[config.mk]
export PLATFORM = sky130hd
export DESIGN_NAME = tfm_filter_mode
export DESIGN_NICKNAME = d
export VERILOG_FILES = /design/src/verilog/tfm_pkg.sv /design/src/verilog/tfm_rate_div.sv /design/src/verilog/tfm_filter_mode.sv
export SDC_FILE = /design/constraint.sdc
export NUM_CORES = 1
export LEC_CHECK = 0
export BUFFER_PORTS_ARGS = -buffer_cell sky130_fd_sc_hd__buf_2
export CAP_MARGIN = 20
export CORE_ASPECT_RATIO = 1.5
export CORE_MARGIN = 2
export CORE_UTILIZATION = 50
export CTS_BUF_LIST = sky130_fd_sc_hd__clkbuf_8
export CTS_CLUSTER_SIZE = 20
export DETAILED_ROUTE_END_ITERATION = 10
export MAX_ROUTING_LAYER = met4
export PLACE_DENSITY = 0.74
export SYNTH_ARGS = -nofsm -noshare
export SYNTH_HDL_FRONTEND = slang
export SYNTH_SLANG_ARGS = --single-unit
[constraint.sdc]
create_clock -name CLOCK_I -period 4.5 [get_ports CLOCK_I]
set_clock_uncertainty 0.1 [all_clocks]
set_input_delay 0.225 -clock CLOCK_I [delete_from_list [all_inputs] [get_ports CLOCK_I]]
set_output_delay 0.225 -clock CLOCK_I [all_outputs]
set_load 0.02 [all_outputs]
[src/verilog/tfm_pkg.sv]
// Contract
// - An 8-bit read/write filter configuration register sits at control address 5.
// - Rate code 0 or 1 gives complex output at the input rate, and codes 2 to 7 divide it by 2 to 64.
// - In real mode, rate codes 2 to 7 give the input rate down to the input rate divided by 32.
// - Bit 4 selects real samples with a spectrum from zero up to half the output rate.
// - In complex mode, bit 5 moves the spectrum so that it is centred at half the output rate.
// - In complex mode, bit 6 set mirrors the spectrum about zero.
// - In real mode, bit 6 clear mirrors the spectrum about a quarter of the output rate.
// - Bit 7 swaps the sample input for an internal ramp that runs from -2048 to +2047 and wraps.
package tfm_pkg;
    localparam int          ADDR_W        = 4;
    localparam int          DATA_W        = 8;
    localparam int          SAMPLE_W      = 12;
    localparam logic [3:0]  FILT_CFG_ADDR = 4'h5;
    localparam logic [7:0]  FILT_CFG_RST  = 8'h00;
    localparam int          RATE_LSB      = 0;
    localparam int          RATE_W        = 3;
    localparam int          REAL_BIT      = 4;
    localparam int          OFFSET_BIT    = 5;
    localparam int          MIRROR_BIT    = 6;
    localparam int          RAMP_BIT      = 7;
    localparam logic [7:0]  CFG_RW_MASK   = 8'hF7;
    localparam logic [11:0] RAMP_START    = 12'h800;
    localparam int          DIV_W         = 6;
endpackage

[src/verilog/tfm_rate_div.sv]
// Turns a rate code into a one-cycle output strobe at the selected rate
module tfm_rate_div
    import tfm_pkg::*;
#(
    parameter int CNT_W = tfm_pkg::DIV_W
) (
    // Clock and reset
    input  wire logic             clk_i,
    input  wire logic             rst_i,
    // Control
    input  wire logic [2:0]       rate_divide_select_i,
    input  wire logic             real_mode_i,
    // Strobe
    output logic                  out_stb_o
);
    typedef struct packed {
        logic [CNT_W-1:0] cnt;
        logic             stb;
    } tfm_div_s;

    tfm_div_s st_q;
    tfm_div_s st_d;
    logic [CNT_W-1:0] term;

    // Exponent: complex is code-1 for codes 2..7, real is one less
    always_comb begin
        logic [2:0] expo;
        expo = 3'h0;
        if (rate_divide_select_i >= 3'h2) begin
            expo = rate_divide_select_i - 3'h1;
            if (real_mode_i) begin
                expo = rate_divide_select_i - 3'h2;
            end
        end
        // Real with codes 0/1 is undefined; it falls back to the input rate
        term = CNT_W'((7'h01 << expo) - 7'h01);
    end

    // Counter wraps on terminal count and emits the strobe
    always_comb begin
        st_d = st_q;
        st_d.stb = (st_q.cnt >= term);
        st_d.cnt = (st_q.cnt >= term) ? '0 : st_q.cnt + 1'b1;
    end

    always_ff @(posedge clk_i) begin
        if (rst_i) begin
            st_q <= '0;
        end else begin
            st_q <= st_d;
        end
    end

    assign out_stb_o = st_q.stb;
endmodule

[src/verilog/tfm_filter_mode.sv]
// Filter mode configuration: register port, input select, spectral format, rate strobe
module tfm_filter_mode
    import tfm_pkg::*;
(
    // Clock and reset
    input  wire logic                         CLOCK_I,
    input  wire logic                         RST_I,
    // Control bus
    input  wire logic                         CS_N_I,
    input  wire logic                         RD_WR_N_I,
    input  wire logic [tfm_pkg::ADDR_W-1:0]   ADDR_I,
    input  wire logic [tfm_pkg::DATA_W-1:0]   DATA_I,
    output logic      [tfm_pkg::DATA_W-1:0]   DATA_O,
    output logic                              DATA_OE_O,
    // Sample input
    input  wire logic [tfm_pkg::SAMPLE_W-1:0] SAMPLE_I,
    // Processed stream
    output logic      [tfm_pkg::SAMPLE_W-1:0] CHAIN_I_O,
    output logic      [tfm_pkg::SAMPLE_W-1:0] CHAIN_Q_O,
    output logic                              OUT_STB_O,
    // Decoded configuration
    output logic      [2:0]                   RATE_DIVIDE_SELECT_O,
    output logic                              REAL_MODE_O,
    output logic                              OFFSET_MODE_O,
    output logic                              MIRROR_O,
    output logic                              TEST_RAMP_SELECT_O
);
    import tfm_pkg::*;

    typedef struct packed {
        logic [DATA_W-1:0]   cfg;
        logic                cs_n;
        logic [DATA_W-1:0]   rdata;
        logic                oe;
        logic [SAMPLE_W-1:0] ramp;
        logic [1:0]          phase;
        logic [SAMPLE_W-1:0] i_out;
        logic [SAMPLE_W-1:0] q_out;
        logic                stb;
    } tfm_state_s;

    tfm_state_s st_q;
    tfm_state_s st_d;
    logic       div_stb;
    logic       mirror_act;

    tfm_rate_div #(
        .CNT_W (DIV_W)
    ) u_div (
        .clk_i                (CLOCK_I),
        .rst_i                (RST_I),
        .rate_divide_select_i (st_q.cfg[RATE_LSB +: RATE_W]),
        .real_mode_i          (st_q.cfg[REAL_BIT]),
        .out_stb_o            (div_stb)
    );

    // Mirror polarity flips in real mode: there a clear bit mirrors
    assign mirror_act = st_q.cfg[REAL_BIT] ? ~st_q.cfg[MIRROR_BIT]
                                           : st_q.cfg[MIRROR_BIT];

    always_comb begin
        logic [SAMPLE_W-1:0] x;
        logic [SAMPLE_W-1:0] ii;
        logic [SAMPLE_W-1:0] qq;
        x  = '0;
        ii = '0;
        qq = '0;
        st_d = st_q;
        st_d.cs_n = CS_N_I;
        // Write loads on the falling strobe edge; bit 3 is kept but inert
        if (!CS_N_I && st_q.cs_n && !RD_WR_N_I && ADDR_I == FILT_CFG_ADDR) begin
            st_d.cfg = DATA_I & CFG_RW_MASK | (DATA_I & ~CFG_RW_MASK);
        end
        // Read drives the bus while strobe is low; other addresses read zero here
        st_d.oe    = !CS_N_I && RD_WR_N_I;
        st_d.rdata = (ADDR_I == FILT_CFG_ADDR) ? st_q.cfg : '0;
        // Ramp steps once per sample clock, wrapping +2047 to -2048
        if (st_q.cfg[RAMP_BIT]) begin
            st_d.ramp = st_q.ramp + 1'b1;
        end else begin
            st_d.ramp = RAMP_START;
        end
        x = st_q.cfg[RAMP_BIT] ? st_q.ramp : SAMPLE_I;
        // Format: in complex mode, offset negates every other output sample, a half-turn per sample (fs/2 shift)
        ii = x;
        qq = '0;
        // Phase counts output samples, so the sign pattern follows the output rate
        if (div_stb) begin
            st_d.phase = st_q.phase + 2'h1;
        end
        if (!st_q.cfg[REAL_BIT] && st_q.cfg[OFFSET_BIT] && st_q.phase[0]) begin
            ii = -x;
        end
        // Real mirror about fs/4 alternates sign; complex mirror is conjugation
        if (mirror_act) begin
            if (st_q.cfg[REAL_BIT]) begin
                ii = st_q.phase[0] ? -ii : ii;
            end else begin
                qq = -qq;
            end
        end
        if (st_q.cfg[REAL_BIT]) begin
            qq = '0;
        end
        if (div_stb) begin
            st_d.i_out = ii;
            st_d.q_out = qq;
        end
        st_d.stb = div_stb;
    end

    always_ff @(posedge CLOCK_I) begin
        if (RST_I) begin
            st_q      <= '0;
            st_q.cfg  <= FILT_CFG_RST;
            st_q.cs_n <= 1'b1;
            st_q.ramp <= RAMP_START;
        end else begin
            st_q <= st_d;
        end
    end

    // Outputs straight from the state register
    assign DATA_O               = st_q.rdata;
    assign DATA_OE_O            = st_q.oe;
    assign CHAIN_I_O            = st_q.i_out;
    assign CHAIN_Q_O            = st_q.q_out;
    assign OUT_STB_O            = st_q.stb;
    assign RATE_DIVIDE_SELECT_O = st_q.cfg[RATE_LSB +: RATE_W];
    assign REAL_MODE_O          = st_q.cfg[REAL_BIT];
    assign OFFSET_MODE_O        = st_q.cfg[OFFSET_BIT];
    assign MIRROR_O             = st_q.cfg[MIRROR_BIT];
    assign TEST_RAMP_SELECT_O   = st_q.cfg[RAMP_BIT];
endmodule

==> results of run 1 <==
## through the flow
step	setup WS [ns]	cells	power [W]	hold slack, ns
3_5_place_dp	0.852	461	0.000635	0.354
4_1_cts	0.827	469	0.000905	0.0203
3_3_place_gp	1.06	461	0.000633	0.339
5_1_grt	0.549	469	0.000946	0.0282
2_1_floorplan	1.22	379	0.000618	0.236
6_report	0.845	469	0.000894	0.0280
## final timing paths
kind	startpoint	endpoint	slack, ns	depth (start not counted)
setup reg to reg	RATE_DIVIDE_SELECT_O[0]	u_div.st_q[6]	0.84	14
hold reg to reg	st_q[52]	DATA_O[3]	0.38	1
setup / recovery	RATE_DIVIDE_SELECT_O[0]	u_div.st_q[6]	0.84	14
hold / removal	RD_WR_N_I	DATA_OE_O	0.03	3
## state kept, by name, summed over array words and instances (netlist names), 3 cells and up
name                  count
RATE_DIVIDE_SELECT_O      3
DATA_O                    8
st_q                     15
u_div.st_q                6
CHAIN_I_O                12
## area by class of cell
type | instances | area share (%)
clock buffers | 5 | 2.04
flip-flops and latches | 51 | 30.2
well taps | 74 | 2.74
clock inverters | 3 | 0.704
repair buffers | 57 | 8.52
multi-input cells | 267 | 54.4
inverters | 12 | 1.33
## worst max-delay path, delay by kind of cell (launching register included)
kind | cells | cell delay (ns)
AND/OR/NAND/NOR | 2 | 0.30
adder cells (fa/ha/maj) | 3 | 0.80
AO/OA/AOI/OAI | 7 | 1.75
buffers and inverters | 2 | 0.25
flip-flops | 1 | 0.40
## cells by family (layout without fill, tap and decap cells)
group | Yosys count | in the layout
AO/OA/AOI/OAI | 64 | 64
XOR/XNOR | 29 | 29
adder cells (fa/ha/maj) | 14 | 14
buffers and inverters | 61 | 77
flip-flops | 51 | 51
multiplexers | 20 | 20
other | 1 | 12
AND/OR/NAND/NOR | 128 | 128
## placed cells by master (no fill, tap or decap), types with 2 or more instances in the layout
master and count:
nor3_1 9, nor2b_1 4, a211oi_1 7, buf_2 56, and3_1 2, conb_1 12, xor2_1 17, a21boi_0 2
dfxtp_1 51, nand2_1 13, or3b_1 2, clkbuf_8 5, a311oi_1 2, and2_1 4, a21o_1 7, ha_1 14
mux2i_1 18, o31ai_1 2, o21ai_0 8, o221ai_1 2, or3_1 5, nand3_1 11, nor2_1 51, o21ai_1 2
nor4b_1 2, or2_2 3, nand2b_1 8, inv_1 12, nor3b_1 4, xnor2_1 11, a21oi_1 13
## metal layers
metal	track usage, %	vias up	routed length, µm
met5	-	-	0
met4	5.28	0	65
met3	3.16	5	186
met2	34.3	39	3370
met1	19.8	1160	2430
li1	-	1289	-
## power by group through the flow
stage,combinational (W),sequential [W],clock [W]
6_report,0.000136,0.000488,0.000270
5_1_grt,0.000153,0.000492,0.000301
4_1_cts,0.000137,0.000489,0.000279
3_5_place_dp,0.000136,0.000499,0
3_3_place_gp,0.000134,0.000499,0
2_1_floorplan,0.000127,0.000492,0
==> results.md, run 1 <==
* # hold bufs at CTS at 0
* Combinational family with the most area after synthesis: simple AND/OR/NAND/NOR gates
* MaxCap Viol Count at 0
* Vias in the first global route at 2,357
* Max-slew headroom at 53.3%
* Worst path cell trace: inv_1 -> ha_1 -> o311ai_1 -> inv_1 -> nor2_1 -> o21ai_0 -> ha_1 -> ha_1 -> a21o_1 -> a21o_1 -> a21o_1 -> a21o_1 -> a211o_1 -> nor2_1
* Lkg Pwr at 1.46 nW
* Grt total ovfl at 0
* Hpwl dp at 4820 µm
* Required time of the worst setup path at 4.65 ns
* Synth unique cells at 66
* Post-route ant nets at 0
* Worst path most repeated cell: a21o_1
* Initial DRC count at 96
* Vias at 2,493
* Power per cell area at 265 nW/µm²
* Placed Area at 3280 µm²
* CTS clock-pin slew for the worst setup and hold paths at 0.10 ns
* Final setup viols at 0
* Design area at 3380 µm²
* Register area at 1020 µm²
* Critical Path Start Type: register
* Post-synth EDFFs at 0
* Slowest-stage cell, CP: o311ai_1
* Comb power frac at 15.2%
* Synth Warn # at 0
* Ant diodes at 0
* CP arrival at 3.80 ns
* Final Hold Fails at 0
* Synth Flop Type: dfxtp_1
* Worst-Margin Slew at 0.690 ns
* Post-route setup TNS at 0 ns
* Synth Instances at 368
* Combined area of the multi-input logic cells at 1840 µm²
* Post-CTS Setup Inserts at 0
* I/O pins at 69
* Total GRT Usage at 18.3%
* Net Sw Power at 0.000256 W
* First-pass GRT wire length at 10,400 µm
* Minimum clock period at 3.66 ns
* Reg power frac at 54.6%
* Layout fillers at 581
* Ratio of cells with drive above 1 in the final layout at 20.0%
* Die Wd at 69.4 µm
* DIE HEIGHT at 102 µm
* Adder-cell area share of the yosys netlist at 5.46%
* Setup repair after global routing missed its margin: no
* Clk pwr share at 30.2%
* Sw frac at 28.6%
* CTS max path bufs at 2
* Register area share after synthesis at 31.8%
* Hold Crit Class: input pin to register
* Routed wire length at 6050 µm
* Status: finished, final reports clean
* Async set-reset flop share out of synthesis at 0%
* Total internal power at 0.000638 W
* Gpl congestion at 0.836
* Clock Latency Late Sink at 0.31 ns
* Clock Tree Root: clkbuf_8
* Slew Limit Fails at 0
* Compound-Gate Fraction of Synth Area at 15.1%
* Final Cycle Share at 81.2%
* Critical path endpoint category: register
* Mapped cell area at 3210 µm²
* CTS tree: built
* Mux share of post-synthesis cell area at 6.40%
* # rows at 35
* Slowest stage delay, CP at 0.59 ns
* # clock sinks at 51
* Core area at 6170 µm²
* WS Path Type: register to register
* Die area at 7080 µm²
* DRC at 0
* Syn Area/Cell at 8.71 µm²
* # H-tree levels at 2
* Vias per inst at 5.32
* Max Fclk at 0.274 GHz
* Area share of the largest cell type after synthesis at 31.8%
* Synth top cells by count: dfxtp_1 (51), nor2_1 (51), buf_4 (36), mux2i_1 (18), xor2_1 (17)
* First-pass DRT Iterations at 4
* Initial antenna violation count at 0
* Cell taking the most area after synthesis: dfxtp_1
* Final net count at 436
* Area delta synth->final at 5.31%
* VDD IR max at 130 µV
* Effective utilization at floorplan at 51.9%
* Post-cts sizing count at 0
* Avg WL per Cell at 12.9 µm
* Post-Synth XOR/XNOR Area at 8.15%
* Pin count of the biggest net entering global routing at 31
* Crit Path Max Fanout at 6
* CTS Buf Count at 5
* Post-Synth Simple-Gate Area at 20.8%
* Top post-synthesis cells by area: dfxtp_1 (32%), buf_4 (8.4%), nor2_1 (6.0%)
* Port Buffers at 56
* Post-layout util at 54.7%
* Synth Register Bits at 51
Power figures use the tool's default switching activity.
==> inputs of run 2 (changes only) <==
Settings changed: PLACE_DENSITY 0.74 to 0.77.
Clock period 4.5 ns to 3.2 ns, I/O delays scaled along.
==> results.md, run 2 (synthesized netlist as in run 1, its figures left out) <==
* Critical Path Start Type: register
* Global routing's busiest layer: met2
* Worst path cell trace: inv_1 -> ha_4 -> nor2b_2 -> a21oi_2 -> o311ai_2 -> inv_1 -> nor2_2 -> o21ai_2 -> ha_2 -> ha_1 -> a21o_1 -> a21o_1 -> a21o_1 -> a21o_1 -> a211o_4 -> nor2_1
* Clk pwr share at 32.8% (+2.6 points)
* Effective utilization at floorplan at 51.9% (unchanged)
* Worst path most repeated cell: a21o_1
* Slew Limit Fails at 0 (unchanged)
* Comb power frac at 15.9% (+0.7 points)
* Pin count of the biggest net entering global routing at 31 (unchanged)
* # clock sinks at 51 (unchanged)
* Global Route met3 Usage at 2.86% (-0.30 points)
* DRC at 0 (unchanged)
* Post-route ant nets at 0 (unchanged)
* Critical path endpoint category: register
* Grt total ovfl at 0 (unchanged)
* Slowest-stage cell, CP: a211o_4
* Required time of the worst setup path at 3.34 ns (-1.31 ns)
* Top delay family on crit path: compound AO/OA/AOI/OAI gates
* FF-to-FF Start: RATE_DIVIDE_SELECT_O[2]
* CTS max path bufs at 2 (unchanged)
* Total GRT Usage at 19.0% (+0.66 points)
* CTS tree: built
* Max-slew headroom at 55.8% (+2.5 points)
* Worst hold-check slack at 0.200 ns (+0.172 ns)
* Hpwl dp at 4920 µm (+2.1%)
* Clock Tree Root: clkbuf_8
* # H-tree levels at 2 (unchanged)
* Sw frac at 26.2% (-2.4 points)
* Vias at 2,594 (+4.1%)
* Area delta synth->final at 14.8%
* Crit Path Max Fanout at 6 (unchanged)
* Pre-CTS WS at -0.0389 ns (-0.891 ns)
* DIE HEIGHT at 102 µm (unchanged)
* Most frequent cells in the layout: buf_2 (56), dfxtp_1 (48), nor2_1 (47), xor2_1 (17), mux2i_1 (17)
* Initial DRC count at 77 (-20%)
* R2R setup slack at 0.10 ns (-0.74 ns)
* Slowest stage delay, CP at 0.37 ns (-0.22 ns)
* CP arrival at 3.24 ns (-0.56 ns)
* Hold Crit Endpoint: DATA_O[1]
* Cells on worst reg2reg path at 16 (+2)
* # rows at 35 (unchanged)
* CP Buf/Inv Count at 2 (unchanged)
* CTS Buf Count at 5 (unchanged)
* Avg WL per Cell at 13.0 µm (+1.1%)
* Final setup margin at 0.103 ns (-0.741 ns)
* Net Sw Power at 0.000350 W (+37%)
* Final Hold Fails at 0 (unchanged)
* Port Buffers at 56 (unchanged)
* Max reg flops at 15 (unchanged)
* First-pass GRT wire length at 10,700 µm (+3.3%)
* Gpl congestion at 0.829 (-0.88%)
* Core area at 6170 µm² (unchanged)
* Power per cell area at 364 nW/µm² (+37%)
* Vias per inst at 5.28 (-0.61%)
* Hold-critical path depth at 3 (unchanged)
* Final setup viols at 0 (unchanged)
* First-pass DRT Iterations at 4 (unchanged)
* Max Fclk at 0.323 GHz (+18%)
* Final Cycle Share at 96.8% (+16 points)
* CTS clock-pin slew for the worst setup and hold paths at 0.09 ns (about the same)
* Reg power frac at 51.3% (-3.3 points)
* Minimum clock period at 3.10 ns (-0.559 ns)
* GR Util met1 at 19.5% (-0.25 points)
* Worst-Margin Slew at 0.662 ns (-0.0272 ns)
* Status: finished, final reports clean
* MaxCap Viol Count at 0 (unchanged)
* Commonest non-fill, non-tap cell in the layout: buf_2
* Die Wd at 69.4 µm (unchanged)
* I/O pins at 69 (unchanged)
* Routed wire length at 6400 µm (+5.9%)
* Vias in the first global route at 2,530 (+7.3%)
* Largest Register: st_q
* Hold Crit Class: input pin to register
* Worst Hold Launch: ADDR_I[1]
* Reg2reg end: u_div.st_q[2]
* Ant diodes at 0 (unchanged)
* Lkg Pwr at 1.60 nW (+10%)
* Ratio of cells with drive above 1 in the final layout at 27.3% (+7.3 points)
* Die area at 7080 µm² (unchanged)
* GRT met2 Usage at 36.0% (+1.7 points)
* VDD IR max at 257 µV (+98%)
* Total internal power at 0.000988 W (+55%)
* WS Path Type: register to register
* Clock Latency Late Sink at 0.30 ns (about the same)
* Final net count at 458 (+5.0%)
* Layout fillers at 552 (-5.0%)
* Initial antenna violation count at 0 (unchanged)
## run 2: cell count changes in the layout (fill, tap and decap cells not counted), moves of 2 or more
cell / delta
o21ai_0: -3
nor2_2: +4
ha_2: +3
dlygate4sd3_1: +10
nor2_1: -4
nor2b_1: -2
o21ai_2: +3
buf_4: +11
dfxtp_1: -3
ha_1: -4
dfxtp_2: +3
## run 2: worst max-delay path by stage
stage,start,to,slack [ns],depth (start not counted)
5_1_grt,RATE_DIVIDE_SELECT_O[1],u_div.st_q[2],-0.04,17
2_1_floorplan,RATE_DIVIDE_SELECT_O[1],u_div.st_q[3],0.02,14
4_1_cts,RATE_DIVIDE_SELECT_O[0],u_div.st_q[3],0.01,14
6_report,RATE_DIVIDE_SELECT_O[2],u_div.st_q[2],0.10,16
3_3_place_gp,RATE_DIVIDE_SELECT_O[0],u_div.st_q[3],0.11,16
3_5_place_dp,RATE_DIVIDE_SELECT_O[0],u_div.st_q[4],-0.04,16
## run 2: per-layer routing
| metal | vias to the layer above | routed length [µm] |
|---|---|---|
| met1 | 1214 | 2610 |
| met4 | 0 | 121 |
| met2 | 32 | 3520 |
| met3 | 10 | 152 |
| li1 | 1338 | - |
| met5 | - | 0 |
## run 2: power groups by stage
| stage | Combinational [W] | Sequential, W | Clock, W |
|---|---|---|---|
| 3_5_place_dp | 0.000195 | 0.000702 | 0 |
| 6_report | 0.000213 | 0.000687 | 0.000439 |
| 4_1_cts | 0.000206 | 0.000687 | 0.000454 |
| 2_1_floorplan | 0.000179 | 0.000691 | 0 |
| 3_3_place_gp | 0.000191 | 0.000701 | 0 |
| 5_1_grt | 0.000237 | 0.000693 | 0.000478 |
## run 2: worst reg2reg max path: cells and delay by family, from the launching register on
kind	cells	cell delay, ns
and+or+nand+nor	3	0.30
adders and majority gates	3	0.74
buffers and inverters	2	0.19
AOI/OAI and AO/OA	8	1.37
DFF	1	0.33
## run 2: cell type report
class	instances	area, µm²	area share (%)
Multi-Input combinational cell	267	1930	52.3
Sequential cell	51	1020	27.8
Timing Repair Buffer	79	482	13.1
Tap cell	74	92.6	2.51
Clock buffer	5	68.8	1.87
Inverter	12	45.0	1.22
Clock inverter	3	43.8	1.19
## run 2: timing repair
item,4_1_cts,5_1_grt
hold buffers,10,0
endpoints found under the setup margin,6,8
pin swaps,1,12
buffers inserted,1,3
gates resized for setup,4,25
endpoints found under the hold margin,10,0
## run 2: metrics by stage
| stage | cell area [µm²] | instances | total power, W | TNS [ns] | util [%] |
|---|---|---|---|---|---|
| global route | 3680 | 491 | 0.00141 | -0.161 | 59.6 |
| global placement | 3350 | 469 | 0.000892 | 0 | 54.3 |
| finish | 3680 | 491 | 0.00134 | 0 | 59.6 |
| CTS | 3580 | 488 | 0.00135 | 0 | 58.0 |
| floorplan | 3260 | 379 | 0.000870 | 0 | - |
| detailed placement | 3350 | 469 | 0.000897 | -0.147 | 54.3 |
